--- src/logic/reset_mode_map.svh ---
`ifndef RESET_MODE_MAP_SVH
`define RESET_MODE_MAP_SVH

// command words, 16 bits
`define SOFT_RESET_WORD      16'hFE00
`define PLL_MODE_MASK        16'hFF3D
`define PLL_MODE_CODE        16'hD200
`define MODE_DISABLE_BIT     1
`define PLL_BW_LSB           6
`define PLL_SETTING_RESET    16'hD200

// timing
`define POR_HOLD_MS          150
`define CLOCK_KHZ            25000
`define POR_HOLD_CYCLES      (`POR_HOLD_MS * `CLOCK_KHZ)
`define SOFT_HOLD_CYCLES     4

`endif

--- src/logic/reset_mode_pkg.sv ---
package reset_mode_pkg;
    typedef enum logic [1:0] {
        RESET_HOLD,
        RESET_RUN
    } seq_state_type;

    typedef enum logic {
        MODE_SENSITIVE,
        MODE_NORMAL
    } reset_mode_type;
endpackage : reset_mode_pkg

--- src/logic/reset_hold_timer.sv ---
`timescale 1ns/10ps
`include "reset_mode_map.svh"

// counts down a hold time once started; done is a level
module reset_hold_timer #(
    parameter int WIDTH = 32
) (
    input  wire logic             clock,
    input  wire logic             arst_n,
    input  wire logic             load,
    input  wire logic [WIDTH-1:0] load_value,
    output logic                  done
);
    logic [WIDTH-1:0] count;
    logic [WIDTH-1:0] next_count;

    always_comb begin
        next_count = count;
        if (load) begin
            next_count = load_value;
        end else if (count != '0) begin
            next_count = count - 1'b1;
        end
    end

    always_ff @(posedge clock or negedge arst_n) begin
        if (!arst_n) begin
            count <= '0;
        end else begin
            count <= next_count;
        end
    end

    assign done = (count == '0) && !load;

    chk_timer_counts_down :
    assert property (@(posedge clock) disable iff (!arst_n)
        (!load && count != '0) |=> count == $past(count) - 1'b1)
    else $error("hold timer failed to count down");
endmodule : reset_hold_timer

--- src/logic/reset_mode_control.sv ---
`timescale 1ns/10ps
`include "reset_mode_map.svh"

// Behaviour
// - reset from power-on, glitch or soft command
// - mode starts sensitive, command sets normal
// - glitch causes reset only in sensitive mode
// - falling-supply threshold chosen by reset mode
// - any reset restores all registers, mode sensitive
// - soft reset restores registers like power-on, but holds only SOFT_HOLD_CYCLES
// - word FE00h decoded as reset request
// - bit one of pll command selects normal
// - commands ignored while reset active, 150ms after supply causes, SOFT_HOLD_CYCLES after soft
// - disable flag at bit one, clear permits glitches
module reset_mode_control #(
    parameter int POR_HOLD_CYCLES  = `POR_HOLD_CYCLES,
    parameter int SOFT_HOLD_CYCLES = `SOFT_HOLD_CYCLES
) (
    input  wire logic        clock,
    input  wire logic        arst_n,
    input  wire logic        power_on_low,
    input  wire logic        glitch_detect,
    input  wire logic        below_low_level,
    input  wire logic        below_high_level,
    input  wire logic        cmd_valid,
    input  wire logic [15:0] cmd_word,
    output logic             cmd_accept,
    output logic             internal_reset,
    output logic             sensitive_reset_disable,
    output logic [1:0]       pll_bandwidth,
    output logic             glitch_detect_enable,
    output logic             threshold_select_high
);
    // ---------------------------------------------------------------
    // reset sources
    // ---------------------------------------------------------------
    reset_mode_pkg::seq_state_type state;
    reset_mode_pkg::seq_state_type next_state;
    logic        soft_reset_cmd;
    logic        pll_cmd;
    logic        supply_reset;
    logic        timer_load;
    logic [31:0] timer_value;
    logic        timer_done;
    logic        next_mode_disable;
    logic [1:0]  next_pll_bandwidth;

    localparam logic [1:0] BANDWIDTH_RESET =
        2'(`PLL_SETTING_RESET >> `PLL_BW_LSB);

    // reset refuses commands so soft word only decoded in run
    assign cmd_accept     = (state == reset_mode_pkg::RESET_RUN);
    assign soft_reset_cmd = cmd_valid && cmd_accept
                          && (cmd_word == `SOFT_RESET_WORD);
    assign pll_cmd        = cmd_valid && cmd_accept
                          && ((cmd_word & `PLL_MODE_MASK) == `PLL_MODE_CODE);

    // glitch gated by mode; threshold follows mode
    assign glitch_detect_enable  = !sensitive_reset_disable;
    assign threshold_select_high = !sensitive_reset_disable;
    assign supply_reset = power_on_low
        || (glitch_detect && glitch_detect_enable)
        || (sensitive_reset_disable ? below_low_level
                                    : below_high_level);

    // ---------------------------------------------------------------
    // sequencer
    // ---------------------------------------------------------------
    // a supply cause seen in hold reloads the full count, so a noisy
    // supply keeps the part in reset instead of letting it out half
    // settled; the price is a longer stay after every disturbance
    always_comb begin
        next_state  = state;
        timer_load  = 1'b0;
        timer_value = 32'(SOFT_HOLD_CYCLES);
        case (state)
            reset_mode_pkg::RESET_HOLD: begin
                if (supply_reset) begin
                    timer_load  = 1'b1;
                    timer_value = 32'(POR_HOLD_CYCLES);
                end else if (timer_done) begin
                    next_state = reset_mode_pkg::RESET_RUN;
                end
            end
            reset_mode_pkg::RESET_RUN: begin
                // soft reset takes the same path as power-on, but loads SOFT_HOLD_CYCLES instead of POR_HOLD_CYCLES
                if (supply_reset || soft_reset_cmd) begin
                    next_state  = reset_mode_pkg::RESET_HOLD;
                    timer_load  = 1'b1;
                    timer_value = supply_reset ? 32'(POR_HOLD_CYCLES)
                                               : 32'(SOFT_HOLD_CYCLES);
                end
            end
            default: begin
                next_state = reset_mode_pkg::RESET_HOLD;
            end
        endcase
    end

    always_ff @(posedge clock or negedge arst_n) begin
        if (!arst_n) begin
            state <= reset_mode_pkg::RESET_HOLD;
        end else begin
            state <= next_state;
        end
    end

    assign internal_reset = (state == reset_mode_pkg::RESET_HOLD);

    // one timer serves both hold lengths; 32 bits leave headroom
    // beyond the power-on count at the nominal clock
    reset_hold_timer #(
        .WIDTH(32)
    ) u_hold (
        .clock      (clock),
        .arst_n     (arst_n),
        .load       (timer_load),
        .load_value (timer_value),
        .done       (timer_done)
    );

    // ---------------------------------------------------------------
    // pll setting and reset mode register
    // ---------------------------------------------------------------
    // reset overrides commands, so a word slipping into the last hold
    // cycle cannot leave a stale mode behind
    always_comb begin
        next_mode_disable  = sensitive_reset_disable;
        next_pll_bandwidth = pll_bandwidth;
        if (internal_reset) begin
            next_mode_disable  = 1'b0;
            next_pll_bandwidth = 2'(`PLL_SETTING_RESET >> `PLL_BW_LSB);
        end else if (pll_cmd) begin
            next_mode_disable  = cmd_word[`MODE_DISABLE_BIT];
            next_pll_bandwidth = cmd_word[`PLL_BW_LSB +: 2];
        end
    end

    always_ff @(posedge clock or negedge arst_n) begin
        if (!arst_n) begin
            sensitive_reset_disable <= 1'b0;
            pll_bandwidth           <= 2'(`PLL_SETTING_RESET >> `PLL_BW_LSB);
        end else begin
            sensitive_reset_disable <= next_mode_disable;
            pll_bandwidth           <= next_pll_bandwidth;
        end
    end

    // ---------------------------------------------------------------
    // checks
    // ---------------------------------------------------------------
    chk_soft_word_resets :
    assert property (@(posedge clock) disable iff (!arst_n)
        soft_reset_cmd |=> internal_reset)
    else $error("soft reset word did not reset");

    chk_reset_clears_mode :
    assert property (@(posedge clock) disable iff (!arst_n)
        internal_reset |=> !sensitive_reset_disable)
    else $error("mode not restored during reset");

    chk_refuse_in_reset :
    assert property (@(posedge clock) disable iff (!arst_n)
        internal_reset |-> !cmd_accept)
    else $error("command accepted during reset");

    chk_mode_set_normal :
    assert property (@(posedge clock) disable iff (!arst_n)
        (pll_cmd && cmd_word[1] && !supply_reset)
        |=> sensitive_reset_disable)
    else $error("mode bit did not select normal");

    chk_glitch_gated :
    assert property (@(posedge clock) disable iff (!arst_n)
        (cmd_accept && glitch_detect && !sensitive_reset_disable)
        |=> internal_reset)
    else $error("glitch in sensitive mode missed");

    chk_normal_ignores :
    assert property (@(posedge clock) disable iff (!arst_n)
        (cmd_accept && sensitive_reset_disable && !power_on_low
         && !below_low_level && !soft_reset_cmd)
        |=> !internal_reset)
    else $error("reset without cause in normal mode");

    chk_threshold_mode :
    assert property (@(posedge clock) disable iff (!arst_n)
        (cmd_accept && !sensitive_reset_disable && below_high_level)
        |=> internal_reset)
    else $error("high threshold ignored in sensitive mode");

    chk_power_on_resets :
    assert property (@(posedge clock) disable iff (!arst_n)
        power_on_low |=> internal_reset [*2])
    else $error("power-on did not hold reset");

    chk_refuse_decode :
    assert property (@(posedge clock) disable iff (!arst_n)
        (internal_reset && cmd_valid) |-> !(soft_reset_cmd || pll_cmd))
    else $error("command decoded during reset");

    chk_hold_not_early :
    assert property (@(posedge clock) disable iff (!arst_n)
        (internal_reset && !timer_done) |=> internal_reset)
    else $error("reset released before hold time");

    chk_soft_like_power :
    assert property (@(posedge clock) disable iff (!arst_n)
        soft_reset_cmd |=> ##1 (!sensitive_reset_disable
                                && pll_bandwidth == BANDWIDTH_RESET))
    else $error("soft reset left registers changed");

    chk_release_defaults :
    assert property (@(posedge clock) disable iff (!arst_n)
        $rose(cmd_accept)
        |-> (!sensitive_reset_disable && pll_bandwidth == BANDWIDTH_RESET))
    else $error("run entered without default registers");

    chk_normal_low_level :
    assert property (@(posedge clock) disable iff (!arst_n)
        (cmd_accept && sensitive_reset_disable && below_low_level)
        |=> internal_reset)
    else $error("low threshold ignored in normal mode");

    chk_bandwidth_load :
    assert property (@(posedge clock) disable iff (!arst_n)
        pll_cmd |=> pll_bandwidth == $past(cmd_word[`PLL_BW_LSB +: 2]))
    else $error("pll bandwidth not loaded");
endmodule : reset_mode_control

--- config.mk ---
export PLATFORM = sky130hd
export DESIGN_NAME = reset_mode_control
export DESIGN_NICKNAME = d
export VERILOG_FILES = /design/src/logic/reset_mode_pkg.sv /design/src/logic/reset_hold_timer.sv /design/src/logic/reset_mode_control.sv
export VERILOG_INCLUDE_DIRS = /design/src /design/src/logic
export SDC_FILE = /design/constraint.sdc
export NUM_CORES = 1
export LEC_CHECK = 0
export BUFFER_PORTS_ARGS = -buffer_cell sky130_fd_sc_hd__buf_4
export CAP_MARGIN = 5
export CORE_MARGIN = 4
export CORE_UTILIZATION = 40
export DETAILED_ROUTE_END_ITERATION = 8
export HOLD_SLACK_MARGIN = 0.08
export PLACE_DENSITY = 0.67
export SYNTH_ARGS = -nofsm -noshare
export SYNTH_HDL_FRONTEND = slang
export SYNTH_SLANG_ARGS = --single-unit
--- constraint.sdc ---
create_clock -name clock -period 3.2 [get_ports clock]
set_clock_uncertainty 0.15 [all_clocks]
set_input_delay 0.32 -clock clock [delete_from_list [all_inputs] [get_ports clock]]
set_output_delay 0.32 -clock clock [all_outputs]
set_load 0.05 [all_outputs]
; ---- Word-level counts from Yosys, hierarchy flattened
; Cells that the tools add are included.
; Widths: inputs -> output; s select.
[classes]
add_sub_neg = 1
n_eq_ne = 6
muxes = 17
reduce_logical = 16
[op_table]
columns = op, count
row1 = $mux 32, 3
row2 = $pmux 32 s2, 1
row3 = $logic_not 32->1, 1
row4 = $reduce_bool 32->1, 1
row5 = $sub 32x1->32 const B, 1
row6 = $mux 22, 1
row7 = $eq 16x16->1 const B, 1
row8 = $eq 13x13->1 const B, 1
row9 = $mux 2, 5
row10 = $logic_and 1x1->1, 5
row11 = $mux 1, 5
row12 = $ne 2x1->1 const B, 2
row13 = $pmux 2 s2, 1
row14 = $reduce_bool 2->1, 2
row15 = $logic_or 1x1->1, 3
row16 = $reduce_and 3->1, 1
row17 = $eq 2x1->1 const B, 1
row18 = $logic_not 1->1, 2
row19 = $logic_not 2->1, 1
row20 = $ne 2x2->1 const B, 1
row21 = $pmux 1 s2, 1
[word_totals]
regBits = 37
in_bits = 23
out_inout_bits = 7
wordCells = 44

; ---- Depth between registers and ports, before layout
[depth]
ltp_word = 12
ltp_mapped = 9
ltp_nobuf = 7

; ---- Hierarchy
; Synthesis repeated with hierarchy kept, for this count alone.
[unflattened]
hier_cells = 245
hier_area_um2 = 2304.7
[by_module_without_submodules]
columns = module, instances, cells_per_inst, area_each_um2, seq_area_each_um2
row1 = reset_hold_timer, 1, 214, 2023.2, 800.8
row2 = reset_mode_control, 1, 31, 281.5, 100.1

; ---- Worst setup path after synthesis
; Ideal clock, no wire load.
[synth_timing]
path_kind = register to register
start = reg state[0]
end = reg u_hold.count[14]
setup_time_ns = 0.132
arrival_ns = 2.247
required_ns = 2.918
slack_ns = 0.671
stages_incl_launch_ff = 7
n_path_buf = 2
period_less_slack_ns = 2.529
path_cell_list = dfrtp_1 nor4bb_1 nand3_1 o41ai_1 clkbuf_1 clkbuf_1 nor2_1
[synth_via]
elab_chain_cells = 7
word_cells_on_any_way = 11
classes_between = 1 x eq/ne / 5 x mux / 5 x reduce/logical
[synth_lines]
columns = item, line_no
row1 = "start, declared", reset_mode_control.sv:37  ; reset_mode_pkg::seq_state_type state;
row2 = "start signal, assigned", reset_mode_control.sv:102  ; state <= reset_mode_pkg::RESET_HOLD;
row3 = "start signal, assigned", reset_mode_control.sv:104  ; state <= next_state;
row4 = $eq 2x1->1, "reset_mode_control.sv:52, reset_mode_control.sv:76"
row5 = $logic_and 1x1->1 (2 in a row), reset_mode_control.sv:53  ; assign soft_reset_cmd = cmd_valid && cmd_accept
row6 = $logic_or 1x1->1, reset_mode_control.sv:87  ; if (supply_reset || soft_reset_cmd) begin
row7 = $mux 32 / $mux 1 (equally long branches), reset_mode_control.sv:87
row8 = $pmux 32 s2 / $pmux 1 s2 (equally long branches), reset_mode_control.sv:76  ; case (state)
row9 = $mux 32 / $reduce_bool 2->1 (equally long branches), -
row10 = "end signal, assigned", reset_hold_timer.sv:30  ; count <= next_count;
row11 = "end, declared", reset_hold_timer.sv:14  ; logic [WIDTH-1:0] count;
; Parallel ways exist; a longest one is shown, timed or not.
; A chain may end at the register's enable or synchronous reset.

; ---- Worst setup path in the final report
[layout_timing]
start = reg u_hold.count[0]
end = reg u_hold.count[2]
[layout_via]
elab_chain_cells = 3
word_cells_on_any_way = 5
classes_between = 1 x add/sub / 2 x mux / 2 x reduce/logical
[layout_lines]
columns = item, line_no
row1 = $sub 32x1->32, reset_hold_timer.sv:22  ; next_count = count - 1'b1;
row2 = $mux 32, reset_hold_timer.sv:21  ; end else if (count != '0) begin
row3 = $mux 32, reset_hold_timer.sv:19  ; if (load) begin
; Parallel ways exist; a longest one is shown, timed or not. The select of a mux whose other input is x is not followed.

==> results.yml <==
yosys:
  synth_edf_count: 0
  ys_async_sr_fraction_pct: 100
  postSynthNetCount: 239
  yosysMostFrequentCell: "dfrtp_1"
  synth_ff_type: "dfrtp_1"
  synth_common_cells: "dfrtp_1 (36), o21ai_0 (21), a21oi_1 (15)"
  synth_warnings: 0
  syn-mean-instance-area_um2: 9.25
  yosys.area.top_type: "dfrtp_1"
  synth_cells: 215
  synth.area.top_cells: "dfrtp_1 (45%), o21ai_0 (5.3%), or3_1 (4.1%), a21oi_1 (3.8%), or4_1 (3.8%)"
  ys_ff_latch: 36
  synth.cell_area_um2: 1990
  seq_area_frac_synth_pct: 45.3
  synth.distinct_cells: 41
  synth_top_area_share_pct: 45.3
drt:
  firstDrtPassIters: 4
  routed_wl_mm: 4.44
  vias: 1729
  avgRoutedWirePerCell_um: 14.1
  via_per_inst: 5.47
  drt_first_iter_violations: 57
  drc: 0
  ant_nets: 0
power:
  switchingPower_uw: 186
  powerDensity_nw_per_um2: 354
  power.share.sequential_pct: 54.3
  combPwrFrac_pct: 6.7
  p_int_uw: 663
  ir_worst_vdd_mv: 0.210
  swShare_pct: 21.9
  p_leak_uw: 0.000929
  p_clk_share_pct: 39.0
floorplanning:
  die_w_um: 78.5
  start_util_pct: 41.6
  core_um2: 4790
  fp.dieArea_um2: 6170
  boundaryPins: 30
  die_h_um: 78.5
  fp-row-count: 25
timing:
  hold_viol: 0
  worstMarginPinSlew_ns: 0.778
  tns_ns: 0
  fmax_ghz: 0.378
  relSlewSlack_pct: 47.7
  final-setup-viol-count: 0
  fin_crit_ns: 2.65
  grt_setup_unrepaired: "no"
  fin_crit_sh_pct: 82.7
  slew_violations: 0
worst_setup_path:
  critical-path-max-stage-delay_ns: 0.54
  crit_type: "reg2reg"
  cp_top_family: "simple AND/OR/NAND/NOR gates"
  start_kind: "flop"
  critPathSlowestCell: "nor3_2"
  crit_fanout: 12
  arrival_ns: 2.68
  crit_chain: "inv_1, ha_1, nor3b_1, nand4b_1, nor3_2, buf_4, o21ai_0, and2_1"
  worstPathRequired_ns: 3.23
  end_kind: "flop"
  crit_buf_inv: 2
placement:
  dpl.hpwl_mm: 3.17
  place_area_um2: 2300
  placed_cells: 307
  place.gp.congestion: 0.819
  port_buffers: 29
clocking:
  path_clk_slew_ns: 0.07
  cts_root_buffer: "clkbuf_8"
  h-tree-depth: 2
  cts-buffers-inserted: 5
  clock_sinks: 36
  clkLatencyLatePin_ns: 0.29
  cts_resized: 0
  cts_buffer_depth: 2
  cts_tree: "built"
global_routing:
  grt.total_usage_pct: 15.8
  top_usage_layer: "met2"
  grt_util_met1_pct: 21.1
  grtUsageMet3_pct: 3.44
  grt_first_pass_wirelength_mm: 7.82
  grt_pass1_vias: 1664
  grt_max_degree: 37
  gr-total-overflow: 0
  antenna_found_initial: 0
  met2_usage_pct: 25.6
finish:
  num_antenna_cells: 0
  area_growth_pct: 20.4
  fin_nets: 272
  design_area_um2: 2400
  final_cell_count_no_fill: 316
  drive_gt1_share_pct: 19.3
run:
  maxCapViolations: 0
worst_hold_path:
  hp-class: "in2reg"
run_status:
  status: "finished, final reports clean"
[area by class of cell]
cell class | instances | area, µm²
Fill cell | 463 | 2390
Multi-Input combinational cell | 162 | 1030
Sequential cell | 36 | 901
Timing Repair Buffer | 35 | 265
Clock buffer | 8 | 90.1
Tap cell | 67 | 83.8
Inverter | 8 | 30.0
[repair_timing]
action / in CTS / in global routing
setup buffers: 0 / 0
hold endpoints to repair: 36 / 0
hold buffers: 1 / 0
[worst paths after layout]
path	depth (start not counted)	slack, ns	from	to
worst max-delay path	8	0.55	u_hold.count[0]	u_hold.count[2]
worst min-delay path	3	0.15	cmd_word[6]	pll_bandwidth[0]
worst max register to register	8	0.55	u_hold.count[0]	u_hold.count[2]
worst min register to register	2	0.37	pll_bandwidth[0]	pll_bandwidth[0]
max in group asynchronous	2	2.19	arst_n	u_hold.count[8]
min in group asynchronous	2	0.37	arst_n	u_hold.count[17]
[per-layer routing]
metal | share of wire [%] | up-vias
met5 | 0 | -
met4 | 1.3 | 0
met3 | 2.5 | 5
met2 | 46 | 19
met1 | 50 | 834
li1 | - | 871
[layout by cell type (no fill, tap or decap), types with 2 or more instances in the layout]
| master | Yosys | layout |
|---|---|---|
| and4b_1 | 3 | 3 |
| clkbuf_1 | 6 | 2 |
| o211ai_1 | 2 | 2 |
| or4_1 | 10 | 10 |
| and3_1 | 2 | 2 |
| dfrtp_1 | 36 | 36 |
| o31ai_1 | 4 | 4 |
| nor4b_1 | 2 | 2 |
| buf_4 | 1 | 34 |
| nand4b_1 | 2 | 2 |
| nor2_1 | 12 | 12 |
| xor2_1 | 5 | 5 |
| or4_4 | 2 | 2 |
| o21ai_0 | 21 | 21 |
| nor3b_1 | 3 | 3 |
| nor4_1 | 7 | 7 |
| nand2b_1 | 4 | 4 |
| a21oi_1 | 15 | 15 |
| inv_1 | 8 | 8 |
| clkbuf_8 | 0 | 6 |
| nor3_1 | 10 | 10 |
| nand2_1 | 11 | 11 |
| xnor2_1 | 8 | 8 |
| or3_1 | 13 | 13 |
| nand4_1 | 4 | 4 |
| nand3_1 | 7 | 7 |
[stage by stage]
| stage | hold WS, ns | utilization [%] | setup WS [ns] | total power, µW |
|---|---|---|---|---|
| after floorplan | -0.126 | - | 0.671 | 489 |
| after global placement | 0.157 | 48.0 | 0.646 | 525 |
| after detailed placement | 0.160 | 48.0 | 0.578 | 526 |
| after CTS | 0.150 | 50.1 | 0.541 | 859 |
| after global routing | 0.184 | 50.1 | 0.308 | 886 |
| final | 0.153 | 50.1 | 0.553 | 848 |
[power by group through the flow]
stage / clock network (µW) / registers [µW] / logic, µW
3_5_place_dp: 0 / 469 / 56.7
5_1_grt: 362 / 461 / 63.2
6_report: 331 / 461 / 56.9
2_1_floorplan: 0 / 469 / 20.4
3_3_place_gp: 0 / 469 / 56.1
4_1_cts: 341 / 461 / 57.8
[registers in the layout (all words and copies together), names as in the netlist]
name / cells
sensitive_reset_disable: 1
pll_bandwidth: 2
state: 1
u_hold.count: 32
[logic make-up after synthesis]
| kind of cell | count (synthesis) | synth area share [%] |
|---|---|---|
| XOR/XNOR | 13 | 5.72 |
| AO/OA/AOI/OAI | 48 | 13.8 |
| buffers and inverters | 17 | 3.52 |
| AND/OR/NAND/NOR | 99 | 30.5 |
| adder cells (fa/ha/maj) | 1 | 0.629 |
| multiplexers | 1 | 0.503 |
| flip-flops | 36 | 45.3 |
[tightest hold or removal path: cells and delay by family]
kind	cells	cell delay, ns
compound gates	1	0.07
buf+inv	2	0.15
Note: power is estimated with default switching activity, not from simulation.
